<file path="src/bus_pins_pkg.sv">
package bus_pins_pkg;

   // ****************************************
   // Cycle type codes (active-low lines)
   // ****************************************
   typedef enum logic [2:0] {
      CYC_INTA  = 3'h0,
      CYC_IORD  = 3'h1,
      CYC_IOWR  = 3'h2,
      CYC_HALT  = 3'h3,
      CYC_FETCH = 3'h4,
      CYC_MEMRD = 3'h5,
      CYC_MEMWR = 3'h6,
      CYC_IDLE  = 3'h7
   } cycle_code_t;

   localparam logic [2:0] STATUS_RESET = 3'h7;
   localparam int         ADDR_W       = 20;

   // ****************************************
   // Bus request from the execution core
   // ****************************************
   typedef struct packed {
      logic              valid;
      cycle_code_t       code;
      logic [ADDR_W-1:0] addr;
   } bus_req_t;

   typedef struct packed {
      logic cycle_type_bit2_n;
      logic cycle_type_bit1_n;
      logic cycle_type_bit0_n;
      logic rd_n;
      logic wr_n;
      logic ucs_n;
   } pin_out_t;

endpackage

</file>
<file path="src/bus_status_ctrl.sv">
`timescale 1ns/10ps
`default_nettype none
// Function
// - Reset indicator stays high while the reset request input is low.
// - Top status line low: interrupt ack, I/O read, I/O write, halt.
// - Top status line high: fetch, memory read, memory write, all-ones idle.
// - Write strobe low only while write data is valid on the bus.
// - WAIT stalls while the release input is high, resumes when low.
// - Upper chip select low for memory cycles inside its programmed range.
// - Reset request aborts any running cycle and sets known pin levels.
// - Ready ends a cycle, ignored when the chip select handles it.
// - Read strobe low requests data from the addressed device.
module bus_status_ctrl #(
   parameter int                        ADDR_W   = bus_pins_pkg::ADDR_W,
   parameter logic [ADDR_W-1:0]         UCS_BASE = 20'hF_0000
) (
   input  wire logic                    core_clk,
   input  wire logic                    rst,
   input  wire logic                    reset_req_n,
   input  wire logic                    ready,
   input  wire logic                    wait_release_n,
   input  wire logic                    wait_exec,
   input  wire bus_pins_pkg::bus_req_t  req,
   output var  logic                    req_taken,
   output var  logic                    cycle_done,
   output var  logic                    wait_stall,
   output var  logic                    reset_out,
   output var  bus_pins_pkg::pin_out_t  pins
);
   // ****************************************
   // Reset indication
   // ****************************************
   logic in_reset_r;

   reset_sync reset_sync_i (
      .core_clk    (core_clk),
      .rst         (rst),
      .reset_req_n (reset_req_n),
      .in_reset_r  (in_reset_r)
   );

   logic abort;
   assign abort = rst | ~reset_req_n;

   // ****************************************
   // Bus cycle sequencer
   // ****************************************
   typedef enum logic [1:0] {ST_IDLE, ST_ADDR, ST_DATA} state_t;
   state_t                    state_r;
   bus_pins_pkg::cycle_code_t code_r;
   logic                      ucs_hit_r;
   logic                      is_mem, is_write, is_read, hit;

   assign is_mem   = req.code inside {bus_pins_pkg::CYC_FETCH, bus_pins_pkg::CYC_MEMRD,
                                      bus_pins_pkg::CYC_MEMWR};
   assign hit      = is_mem && (req.addr >= UCS_BASE);
   assign is_write = (code_r == bus_pins_pkg::CYC_MEMWR) || (code_r == bus_pins_pkg::CYC_IOWR);
   assign is_read  = (code_r == bus_pins_pkg::CYC_MEMRD) || (code_r == bus_pins_pkg::CYC_IORD)
                     || (code_r == bus_pins_pkg::CYC_FETCH) || (code_r == bus_pins_pkg::CYC_INTA);

   logic start;
   assign start = (state_r == ST_IDLE) && req.valid && !in_reset_r && !abort;

   always_ff @(posedge core_clk) begin
      if (abort) begin
         state_r   <= ST_IDLE;
         code_r    <= bus_pins_pkg::CYC_IDLE;
         ucs_hit_r <= 1'b0;
      end else begin
         case (state_r)
            ST_IDLE: begin
               if (start) begin
                  state_r   <= ST_ADDR;
                  code_r    <= req.code;
                  ucs_hit_r <= hit;
               end
            end
            ST_ADDR: begin
               state_r <= ST_DATA;
            end
            ST_DATA: begin
               if (ucs_hit_r || ready || code_r == bus_pins_pkg::CYC_HALT) begin
                  state_r <= ST_IDLE;
                  code_r  <= bus_pins_pkg::CYC_IDLE;
               end
            end
            default: state_r <= ST_IDLE;
         endcase
      end
   end

   logic ending;
   assign ending = (state_r == ST_DATA)
                   && (ucs_hit_r || ready || code_r == bus_pins_pkg::CYC_HALT);

   always_ff @(posedge core_clk) begin
      if (abort) begin
         req_taken  <= 1'b0;
         cycle_done <= 1'b0;
      end else begin
         req_taken  <= start;
         cycle_done <= ending;
      end
   end

   // ****************************************
   // Pin drive
   // ****************************************
   always_ff @(posedge core_clk) begin
      if (abort || in_reset_r) begin
         pins <= '{default: 1'b1};
      end else begin
         {pins.cycle_type_bit2_n, pins.cycle_type_bit1_n, pins.cycle_type_bit0_n} <=
            (start) ? req.code :
            (state_r != ST_IDLE && !ending) ? code_r :
            bus_pins_pkg::STATUS_RESET;
         pins.wr_n  <= !((state_r == ST_ADDR || (state_r == ST_DATA && !ending)) && is_write);
         pins.rd_n  <= !((state_r == ST_ADDR || (state_r == ST_DATA && !ending)) && is_read);
         pins.ucs_n <= start ? !hit : !((state_r != ST_IDLE) && !ending && ucs_hit_r);
      end
   end

   // ****************************************
   // WAIT instruction stall
   // ****************************************
   always_ff @(posedge core_clk) begin
      if (abort) begin
         wait_stall <= 1'b0;
      end else begin
         wait_stall <= wait_exec && wait_release_n;
      end
   end

   // ****************************************
   // Reset indicator output
   // ****************************************
   // reset indicator out
   always_ff @(posedge core_clk) begin
      if (rst) begin
         reset_out <= 1'b1;
      end else begin
         reset_out <= in_reset_r | ~reset_req_n;
      end
   end
endmodule
`default_nettype wire

</file>
<file path="src/reset_sync.sv">
`timescale 1ns/10ps
`default_nettype none
// Registers the reset request into in_reset_r; the reset indicator is registered in bus_status_ctrl.
module reset_sync (
   input  wire logic core_clk,
   input  wire logic rst,
   input  wire logic reset_req_n,
   output var  logic in_reset_r
);
   always_ff @(posedge core_clk) begin
      if (rst) begin
         in_reset_r <= 1'b1;
      end else begin
         in_reset_r <= ~reset_req_n;
      end
   end
endmodule
`default_nettype wire

</file>
<file path="config.mk">
export PLATFORM = sky130hd
export DESIGN_NAME = bus_status_ctrl
export DESIGN_NICKNAME = d
export VERILOG_FILES = /design/src/bus_pins_pkg.sv /design/src/bus_status_ctrl.sv /design/src/reset_sync.sv
export SDC_FILE = /design/constraint.sdc
export NUM_CORES = 1
export LEC_CHECK = 0
export CORE_AREA = 4 4 41 43
export DETAILED_ROUTE_END_ITERATION = 8
export DIE_AREA = 0 0 45 47
export DONT_BUFFER_PORTS = 1
export SLEW_MARGIN = 10
export SYNTH_ARGS = -nofsm -noshare
export SYNTH_HDL_FRONTEND = slang
export SYNTH_SLANG_ARGS = --single-unit
</file>
<file path="constraint.sdc">
create_clock -name core_clk -period 2 [get_ports core_clk]
set_clock_uncertainty 0.15 [all_clocks]
set_input_delay 0 -clock core_clk [delete_from_list [all_inputs] [get_ports core_clk]]
set_output_delay 0 -clock core_clk [all_outputs]
set_load 0.02 [all_outputs]
</file>
# Word-level counts from Yosys, hierarchy flattened
# Index checks and enable logic that the tools add are counted.
# totals
register_bits	17
word_cells	74
inputBits	30
output_inout_bits	10
# classes
bitwise_logic	3
n_reduce_logical	34
order_cmp	1
muxes	9
eq_ne	13
# ops
op	count
20-bit greater-or-equal comparator (second input constant)	1
3-bit == test (second input constant)	6
3-bit two-way mux	4
1-bit logical AND	11
1-bit logical OR	8
1-bit zero test	7
3-bit by 2-bit == test with 1-bit output (second input constant)	2
2-bit case mux with 3 select lines	1
3-bit case mux with 2 select lines	1
2-bit two-way mux	2
2-bit != test (second input constant)	2
2-bit AND reduction	2
2-bit nonzero test	2
3-bit by 1-bit == test with 1-bit output (second input constant)	1
3-bit zero test	1
3-bit AND reduction	1
3-bit nonzero test	1
2-bit by 1-bit == test with 1-bit output (second input constant)	1
2-bit == test (second input constant)	1
2-bit zero test	1
1-bit OR	2
1-bit two-way mux	1
1-bit inverter	1

# Logic depth before layout (Yosys ltp)
# Gate-level depths: netlist of the first run.
# logic_depth
word_depth	8
mapped_depth	4
depth_no_buf	4

# Modules after synthesis
# Synthesis of the first run repeated with hierarchy kept, for this count alone.
# hier_totals
cells_unflattened	58
area_unflattened_um2	621.8
# by_module_without_submodules
mod	area_each_um2	n_inst	cells_per_inst	seq_area_each_um2
bus_status_ctrl	595.6	1	56	320.3
reset_sync	26.3	1	2	20.0

# Worst setup path before layout of the first run
# No wires, ideal clock.
# synth_timing
kind	register -> register
startpoint	register reset_sync_i.in_reset_r
endpoint	register pins[4] (netlist name)
arrival_ns	1.132
path_slack_ns	0.596
required_ns	1.728
n_path_buf	1
setup_ns	0.122
synth_period_minus_slack_ns	1.404
path_stages_with_launch	4
cell_sequence	dfxtp_1 > or3b_1 > buf_2 > o32a_1
# synth_between
elab_chain_cells	4
word_cells_on_any_way	5
cone_classes	mux (1); reduce/logical (4)
# synth_rtl
element	line	source
from (decl)	reset_sync.sv:8	output var logic in_reset_r
from (signal assigned)	reset_sync.sv:14	in_reset_r <= ~reset_req_n;
1-bit zero test	bus_status_ctrl.sv:62	assign start = (state_r == ST_IDLE) && req.valid && !in_reset_r && !abort;
1-bit logical AND (2 in series)	bus_status_ctrl.sv:62	
3-bit two-way mux	bus_status_ctrl.sv:114	(start) ? req.code :
to (decl)	bus_status_ctrl.sv:28	output var bus_pins_pkg::pin_out_t pins
# Parallel ways exist; a longest one is shown, timed or not.
# A chain may end at the register's enable or synchronous reset.

# Worst setup path after layout of the first run
# layout_timing
startpoint	register state_r[1]
endpoint	register ucs_hit_r
# layout_between
elab_chain_cells	5
# layout_rtl
element	line	source
from (decl)	bus_status_ctrl.sv:49	state_t state_r;
from (signal assigned)	bus_status_ctrl.sv:66	state_r <= ST_IDLE;
from (signal assigned)	bus_status_ctrl.sv:73	state_r <= ST_ADDR;
from (signal assigned)	bus_status_ctrl.sv:79	state_r <= ST_DATA;
2-bit zero test (*)	bus_status_ctrl.sv:62, bus_status_ctrl.sv:70	
1-bit logical AND (3 in series)	bus_status_ctrl.sv:62	
2-bit AND reduction (no source line) (*)	-	
to (signal assigned)	bus_status_ctrl.sv:75	ucs_hit_r <= hit;
to (decl)	bus_status_ctrl.sv:51	logic ucs_hit_r;
# Every way passes the cells marked *; elsewhere a longest branch is shown, timed or not.

==> flow_summary_export.csv, run 1 <==
group,metric,value,unit
critical_path,critPathArrivalTime,1.92,ns
timing,max_freq,0.544,GHz
drt,vias,478,
clock_network,htreeDepth,1,
timing,report.final.slew_viol_count,0,
synth,ys_warn_count,0,
synth,syn-num-nets,87,
timing,slew_headroom,67.6,%
clock_network,clk_latency,0.29,ns
global_routing,grt_usage,14.1,%
hold_path,hold_depth,2,
floorplanning,fp.dieW,45,um
pwr,p_seq_share,60.4,%
critical_path,crit_path_start_kind,"flip-flop",
drt,totalWireLength,1260,um
synth,synth_edf_count,0,
pwr,intPower,444,uW
pwr,combPwrFrac,7.0,%
critical_path,crit_fanout,6,
critical_path,ff2ff_path_depth,4,
hold_path,hold_class,"input port to flip-flop",
clock_network,cts_tree,"done",
critical_path,worstPathCellList,"nor4b_4 > nand3_1 > dlygate4sd3_1 > a21oi_1",
timing,layout_min_cycle_time,1.84,ns
timing,finalHoldViolCount,0,
place,port_buffers,0,
drt,routedWlPerCell,14.0,um
synth,synth_area,616,um^2
place,dp_hpwl,889,um
critical_path,critical-path-top-delay-family,"buffers and inverters",
global_routing,grt_pass1_vias,480,
critical_path,slowest_stage,"dlygate4sd3_1",
critical_path,critPathCaptureType,"flip-flop",
drt,drcViolationCount,0,
timing,worst_slew_pin_slew,0.485,ns
layout,multi_input_area,259,um^2
clock_network,clkSinkCount,17,
synth,ys_ff_latch,17,
timing,grt_setup_unrepaired,"no",
critical_path,crit_buf_inv,1,
synth,ys.flop_type,"dfxtp_1",
synth,syn_area_per_cell,10.8,um^2
layout,final_nets,106,
floorplanning,core,1300,um^2
synth,synth_seq_area_share,55.3,%
global_routing,antenna_found_initial,0,
layout,seqCellArea,340,um^2
pwr,switching_power,135,uW
synth,synth_async_sr_flop_share,0,%
layout,fillers,123,
timing,setup_viol,0,
floorplanning,die-area,2120,um^2
timing,timing.setup.tns,0,ns
drt,vias_per_cell,5.31,
floorplanning,std_cell_rows,13,
floorplanning,start_util,47.3,%
clock_network,cts.repair.resized,0,
place,place_area,629,um^2
synth,synth_top_area_share,55.3,%
critical_path,required,2.08,ns
global_routing,grt_start_max_net_pins,12,
critical_path,path_class,"flip-flop to flip-flop",
layout,antenna_cells,0,
pwr,irDropWorstVdd,0.479,mV
place,place_congestion,0.774,
drt,drtAntennaViolNets,0,
pwr,pwr_density_cell,715,nW/um^2
critical_path,path_depth,4,
synth,synth_most_common_cell,"dfxtp_1",
layout,area_growth,31.5,%
pwr,leakagePower,0.000304,uW
critical_path,slowest_delay,0.57,ns
synth,yosys.area.top_type,"dfxtp_1",
global_routing,grt-ovfl-total,0,
drt,firstDrtPassIters,4,
synth,yosys-top-cells-area,"dfxtp_1, o32a_1, a2bb2oi_1",
job,maxCapViolCount,0,
clock_network,ctsLongestPathBuffers,2,
global_routing,grt_first_pass_wirelength,2080,um
drt,drt_iter0_drc,6,
synth,netlist_instances,57,
layout,drive_above_1_share,13.3,%
pwr,clockPowerShare,32.6,%
clock_network,root_buffer,"clkbuf_4",
synth,yosys.cell_types.count,26,
layout,final_area,810,um^2
run_status,status,"completed",
clock_network,clk_pin_slew,0.10,ns
floorplanning,io-pin-count,40,
clock_network,cts_buffers,3,
pwr,switching_share,23.3,%
timing,period_share,92.0,%
floorplanning,die_h,47,um
[final cells by class]
class | count | area share [%]
Tap cell | 15 | 2.32
Clock inverter | 1 | 0.927
Clock buffer | 3 | 2.78
Multi-Input combinational cell | 36 | 32.0
Inverter | 3 | 1.39
Timing Repair Buffer | 15 | 18.5
Sequential cell | 17 | 42.0
[what timing repair did]
action	CTS	global route
buffers inserted	0	0
endpoints found under the hold margin	17	0
hold buffers	15	0
[routing by layer]
| metal | share of wire, % | GRT usage [%] | vias to the layer above |
|---|---|---|---|
| li1 | - | - | 246 |
| met2 | 47 | 22.9 | 20 |
| met4 | 1.0 | 10.5 | 0 |
| met1 | 45 | 16.4 | 210 |
| met5 | 0 | 0 | - |
| met3 | 6.9 | 2.68 | 2 |
[worst paths after layout]
kind | from | endpoint | slack [ns]
max | state_r[1] | ucs_hit_r | 0.16
min | wait_exec | wait_stall | 0.24
max reg2reg | state_r[1] | ucs_hit_r | 0.16
min reg2reg | ucs_hit_r | ucs_hit_r | 0.34
[cell families after synthesis]
family,count (synthesis),share of synthesized area (%)
AND/OR/NAND/NOR,24,25.6
flip-flops,17,55.3
AO/OA/AOI/OAI,12,16.5
buffers and inverters,4,2.64
[cells in the final DEF, fill, tap and decap left out]
cell and instances:
nand4_1 1, or4b_1 1, nor3b_1 1, a31o_1 1, nand3b_1 1, dfxtp_1 17
inv_2 3, nor3_1 3, nand2_1 3, and2_1 1, dlygate4sd3_1 15, nor2b_1 3
or3b_1 1, and3_1 1, a21boi_0 1, nor2_1 3, o32a_1 3, nand3_1 2
and4_1 1, a21oi_1 1, a21o_1 1, nand2_2 1, clkinvlp_4 1, clkbuf_4 3
a2bb2oi_1 3, a21bo_2 1, nor4b_4 1, a31oi_1 1
[stage by stage]
step	setup slack (ns)	hold WS, ns	instances	total power (uW)	utilization (%)
CTS	0.155	0.232	90	589	62.2
global placement	0.515	-0.0168	71	377	48.4
finish	0.161	0.240	90	579	62.2
floorplan	0.596	-0.0213	57	373	-
detailed placement	0.496	-0.0143	71	377	48.4
global route	0.0433	0.248	90	605	62.2
[flip-flops by register name (all words and copies together) (netlist names)]
signal and flops:
cycle_done 1, reset_out 1, ucs_hit_r 1, wait_stall 1, code_r 3, req_taken 1
reset_sync_i.in_reset_r 1, state_r 2, pins 6
[power by group through the flow]
stage	Combinational, uW	Sequential [uW]	Clock [uW]
floorplan	17.1	356	0
global placement	20.0	357	0
detailed placement	20.0	357	0
CTS	40.7	349	199
global route	44.4	350	211
finish	40.8	349	189
Power figures use the tool's default switching activity.
==> inputs of run 2 (changes only) <==
--- a/config.mk
+++ b/config.mk
@@ -5,9 +5,10 @@
 export SDC_FILE = /design/constraint.sdc
 export NUM_CORES = 1
 export LEC_CHECK = 0
-export CORE_AREA = 4 4 41 43
+export ABC_AREA = 1
+export CORE_MARGIN = 4
+export CORE_UTILIZATION = 50
 export DETAILED_ROUTE_END_ITERATION = 8
-export DIE_AREA = 0 0 45 47
 export DONT_BUFFER_PORTS = 1
 export SLEW_MARGIN = 10
 export SYNTH_ARGS = -nofsm -noshare
==> run 2 against run 1 <==
  * Routed wire length is 7.9% higher
  * Maximum frequency is 0.20% higher
  * First-iteration DRC count rose by 120%
  * Highest routed layer unchanged
==> flow_summary_export.csv, run 2 <==
group,metric,value,unit
layout,fillers,110,
synth,yosys-top-cells-area,"dfxtp_1, nand2_1, nand3_1",
layout,antenna_cells,0,
clock_network,root_buffer,"clkbuf_4",
pwr,irDropWorstVdd,0.466,mV
drt,vias,589,
global_routing,grt_pass1_vias,583,
hold_path,hold_class,"input port to flip-flop",
global_routing,antenna_found_initial,0,
layout,largest_reg_flops,6,
drt,drcViolationCount,0,
layout,area_growth,22.4,%
synth,ys.flop_type,"dfxtp_1",
floorplanning,die_h,45.1,um
drt,totalWireLength,1360,um
clock_network,holdBufCountCts,12,
global_routing,grt_usage,16.1,%
floorplanning,std_cell_rows,13,
synth,synth_most_common_cell,"nand2_1",
synth,synth_compound_area_share,5.45,%
clock_network,htreeDepth,1,
layout,top_register,"pins",
drt,drtAntennaViolNets,0,
synth,synth_async_sr_flop_share,0,%
hold_path,hold_depth,4,
clock_network,cts_setup_buffers,0,
layout,final_nets,136,
layout,layout_commonest_cell,"nand2_1",
clock_network,cts_buffers,3,
timing,setup_viol,0,
critical_path,required,2.03,ns
synth,yosys.area_share.simple,34.7,%
synth,syn_area_per_cell,7.65,um^2
place,place_area,696,um^2
synth,synthAdderAreaFrac,0,%
timing,report.final.slew_viol_count,0,
layout,drive_above_1_share,11.4,%
floorplanning,die-area,2030,um^2
synth,synth_seq_area_share,49.5,%
drt,drt_iter0_drc,13,
synth,synthXorXnorAreaFrac,0,%
timing,grt_setup_unrepaired,"no",
clock_network,ctsLongestPathBuffers,2,
place,place_congestion,0.764,
layout,seqCellArea,340,um^2
clock_network,clkSinkCount,17,
synth,synth_edf_count,0,
pwr,leakagePower,0.000459,uW
clock_network,clk_pin_slew,0.09,ns
clock_network,cts_tree,"done",
timing,whs,0.255,ns
critical_path,crit_fanout,12,
floorplanning,core,1300,um^2
drt,routedWlPerCell,11.3,um
clock_network,clk_latency,0.29,ns
timing,slew_headroom,77.8,%
synth,syn-num-nets,120,
global_routing,grt-ovfl-total,0,
layout,multi_input_area,277,um^2
layout,fin_util,64.7,%
job,maxCapViolCount,0,
critical_path,critPathCaptureType,"flip-flop",
synth,yosys.cell_types.count,13,
synth,netlist_instances,90,
timing,period_share,91.8,%
layout,final_cell_mix,"nand2_1, dfxtp_1, nand3_1",
drt,firstDrtPassIters,5,
floorplanning,fp.dieW,45.1,um
floorplanning,io-pin-count,40,
clock_network,cts.repair.resized,0,
layout,final_area,842,um^2
layout,largest_registers,"pins (6), code_r (3), state_r (2)",
timing,layout_min_cycle_time,1.84,ns
timing,max_freq,0.545,GHz
global_routing,grt_first_pass_wirelength,2380,um
critical_path,crit_path_start_kind,"input port",
synth,ys_warn_count,0,
critical_path,critPathArrivalTime,1.87,ns
timing,finalHoldViolCount,0,
place,dp_hpwl,885,um
run_status,status,"completed",
global_routing,grt_start_max_net_pins,13,
synth,synth_top_area_share,49.5,%
timing,timing.setup.tns,0,ns
synth,ys_ff_latch,17,
pwr,pwr_density_cell,679,nW/um^2
synth,yosys.area.top_type,"dfxtp_1",
critical_path,path_class,"input port to flip-flop",
synth,netlist_top_cells_count,"nand2_1, dfxtp_1, nand3_1",
synth,synth_area,688,um^2
place,port_buffers,0,
synth,synth_top_family_by_area,"simple AND/OR/NAND/NOR gates",
critical_path,ff2ff_path_depth,7,
drt,vias_per_cell,4.91,
timing,worst_slew_pin_slew,0.329,ns
synth,synth_mux_area_share,0,%
floorplanning,start_util,52.9,%
run 2: changes by cell type in the layout (fill, tap and decap cells not counted), moves of 6 or more:
cell     delta
nand2_1    +20
inv_1      +13
nand3_1    +12
nor2_1      +6
run 2: final timing paths:
check / startpoint / to / slack [ns]
worst min register to register: ucs_hit_r / ucs_hit_r / 0.36
worst max register to register: code_r[2] / code_r[2] / 0.79
worst max-delay path: reset_req_n / code_r[2] / 0.16
worst min-delay path: rst / wait_stall / 0.26
run 2: layer usage:
layer  routed length, um  global-route usage (%)  up-vias  share of wire [%]
met4                  22                    7.02        0                1.6
li1                    -                       -      304                  -
met3                 106                    6.37        4                7.8
met1                 575                    19.0      255                 42
met2                 653                    25.7       26                 48
met5                   0                       0        -                  0
run 2: power breakdown:
group / leakage (uW) / switching [uW] / total (uW) / internal, uW
clock network: 0.0000150 / 97.9 / 175 / 77.6
logic: 0.000306 / 24.6 / 48.4 / 23.8
registers: 0.000138 / 5.36 / 348 / 342
run 2: kinds of logic (layout without fill, tap and decap cells):
family	count (synthesis)	count (layout)
DFF	17	17
and+or+nand+nor	50	50
buffers and inverters	17	32
AOI/OAI and AO/OA	6	6
run 2: layout make-up:
| class | instances | share of cell area, % |
|---|---|---|
| clock buffers | 4 | 3.12 |
| inverters | 16 | 7.13 |
| multi-input cells | 56 | 32.8 |
| flip-flops and latches | 17 | 40.4 |
| well taps | 15 | 2.23 |
| repair buffers | 12 | 14.3 |
run 2: through the flow:
step | power (uW) | cells | setup WS [ns]
2_1_floorplan | 381 | 90 | 0.859
6_report | 571 | 120 | 0.164
3_5_place_dp | 385 | 104 | 0.817
5_1_grt | 598 | 120 | 0.0611
4_1_cts | 575 | 120 | 0.177
3_3_place_gp | 385 | 104 | 0.807
run 2: critical path, stage by stage:
cell and delay, ns:
dlygate4sd3_1 0.57, nand2_4 0.08, dlygate4sd3_1 0.74, nor2_8 0.07, nand2_4 0.15, nand2_1 0.11, nand2_1 0.08, nand3_1 0.06
==> inputs of run 3 (changes only) <==
--- a/config.mk
+++ b/config.mk
@@ -6,7 +6,6 @@
 export NUM_CORES = 1
 export LEC_CHECK = 0
 export ABC_AREA = 1
-export CORE_MARGIN = 4
 export CORE_UTILIZATION = 50
 export DETAILED_ROUTE_END_ITERATION = 8
 export DONT_BUFFER_PORTS = 1
==> run 3 against run 2 <==
  * Worst hold slack worse by 0.00050 ns
  * Maximum frequency is 2.0% lower
  * Clock power about the same
  * Cell count up 0.83%
  * Global-route usage is 5.4 points higher
  * Flip-flop and latch count is the same
  * Design area rose by 1.2%
  * Non-clock buffer count up 1
  * Routed wire length is 3.5% lower
  * Utilization rose by 1.6 points
  * Combinational power increased by 4.8%
  * Power up 0.29%
  * Critical endpoint is now code_r[0]
==> flow_summary_export.csv, run 3 (synthesized netlist as in run 2, its figures left out) <==
group,metric,value,unit
layout,area_growth,23.8,%
timing,setup_viol,0,
critical_path,required,2.03,ns
job,maxCapViolCount,0,
critical_path,slowest_delay,0.75,ns
floorplanning,fp.dieW,39.1,um
drt,vias_per_cell,5.02,
clock_network,cts_buffers,3,
timing,finalHoldViolCount,0,
global_routing,antenna_found_initial,0,
critical_path,worstPathCellList,"dlygate4sd3_1 > nand2_4 > dlygate4sd3_1 > nor2_8 > nand2_4 > nand2_1 > nand2_1 > nand3_1",
layout,multi_input_area,277,um^2
drt,vias,607,
critical_path,crit_path_start_kind,"input port",
layout,final_nets,137,
timing,layout_min_cycle_time,1.87,ns
timing,report.final.slew_viol_count,0,
place,dp_hpwl,833,um
layout,top_register,"pins",
drt,routedWlPerCell,10.8,um
hold_path,hold_class,"input port to flip-flop",
floorplanning,die_h,39.1,um
clock_network,clk_pin_slew,0.09,ns
layout,largest_reg_flops,6,
pwr,leakagePower,0.000458,uW
critical_path,critical-path-top-delay-family,"buffers and inverters",
layout,drive_above_1_share,11.3,%
critical_path,crit_buf_inv,2,
clock_network,clkSinkCount,17,
pwr,irDropWorstVdd,0.365,mV
critical_path,critPathCaptureType,"flip-flop",
critical_path,path_class,"input port to flip-flop",
floorplanning,core,1280,um^2
timing,grt_setup_unrepaired,"no",
layout,largest_registers,"pins (6), code_r (3), state_r (2)",
layout,seqCellArea,340,um^2
floorplanning,start_util,53.6,%
critical_path,crit_fanout,12,
critical_path,critPathArrivalTime,1.90,ns
timing,timing.setup.tns,0,ns
global_routing,grt-ovfl-total,0,
timing,finalWorstSetupSlack,0.126,ns
floorplanning,die-area,1530,um^2
layout,final_cell_mix,"nand2_1, dfxtp_1, nand3_1",
place,port_buffers,0,
run_status,status,"completed",
timing,worst_slew_pin_slew,0.345,ns
drt,drtAntennaViolNets,0,
global_routing,grt_usage,21.5,%
clock_network,root_buffer,"clkbuf_4",
drt,totalWireLength,1310,um
critical_path,slowest_stage,"dlygate4sd3_1",
layout,fillers,116,
global_routing,grt_start_max_net_pins,13,
drt,firstDrtPassIters,4,
place,place_ws,0.778,ns
global_routing,grt_pass1_vias,490,
floorplanning,std_cell_rows,13,
global_routing,grt_first_pass_wirelength,2100,um
clock_network,cts_tree,"done",
timing,period_share,93.7,%
timing,max_freq,0.534,GHz
layout,layout_commonest_cell,"nand2_1",
layout,antenna_cells,0,
drt,drcViolationCount,0,
place,place_congestion,0.859,
timing,slew_headroom,76.7,%
pwr,pwr_density_cell,672,nW/um^2
clock_network,clk_latency,0.28,ns
floorplanning,io-pin-count,40,
clock_network,htreeDepth,1,
clock_network,cts_setup_buffers,0,
drt,drt_iter0_drc,18,
clock_network,ctsLongestPathBuffers,2,
[run 3: cell count changes in the layout (fill, tap and decap cells not counted), sizes merged]
cell,before,now
dlygate4sd3,12,13
[run 3: per-stage QoR]
step	hold slack [ns]	cell area (um^2)	cells	util (%)	power, uW
after floorplan	-0.0308	688	90	-	381
after global placement	-0.0259	696	104	54.1	385
after detailed placement	-0.0262	696	104	54.1	385
after CTS	0.235	852	121	66.3	577
after global routing	0.259	852	121	66.3	604
final	0.255	852	121	66.3	573
[run 3: worst min-delay path, delay by kind of cell]
kind | cells | cell delay (ns)
buffers and inverters | 2 | 0.55
AND/OR/NAND/NOR | 2 | 0.08
[run 3: what timing repair did]
action | 4_1_cts | 5_1_grt
setup endpoints to repair | 0 | 2
hold endpoints to repair | 17 | 2
resized for setup | 0 | 1
hold buffers | 13 | 1
[run 3: worst paths after layout]
path | startpoint | end | slack (ns) | depth (start not counted)
worst max-delay path | reset_req_n | code_r[0] | 0.13 | 8
worst min-delay path | rst | wait_stall | 0.25 | 4
worst max register to register | code_r[2] | code_r[0] | 0.72 | 7
worst min register to register | ucs_hit_r | ucs_hit_r | 0.35 | 2
[run 3: area by class of cell]
type                    count  share of cell area (%)
flip-flops and latches     17                    39.9
multi-input cells          56                    32.5
repair buffers             13                    15.3
inverters                  16                    7.05
clock buffers               4                    3.08
well taps                  15                    2.20
[run 3: layer usage]
layer  up-vias  routed length [um]  GRT usage, %
met5         -                   0             0
met1       266                 598          26.5
met2        28                 611          34.6
li1        307                   -             -
met3         6                  63          5.20
met4         0                  35          10.3
[run 3: report_power, final]
group	switching [uW]	internal (uW)	leakage, uW	total [uW]
Sequential	5.39	342	0.000138	348
Clock	97.3	77.4	0.0000150	175
Combinational	25.1	25.6	0.000305	50.7
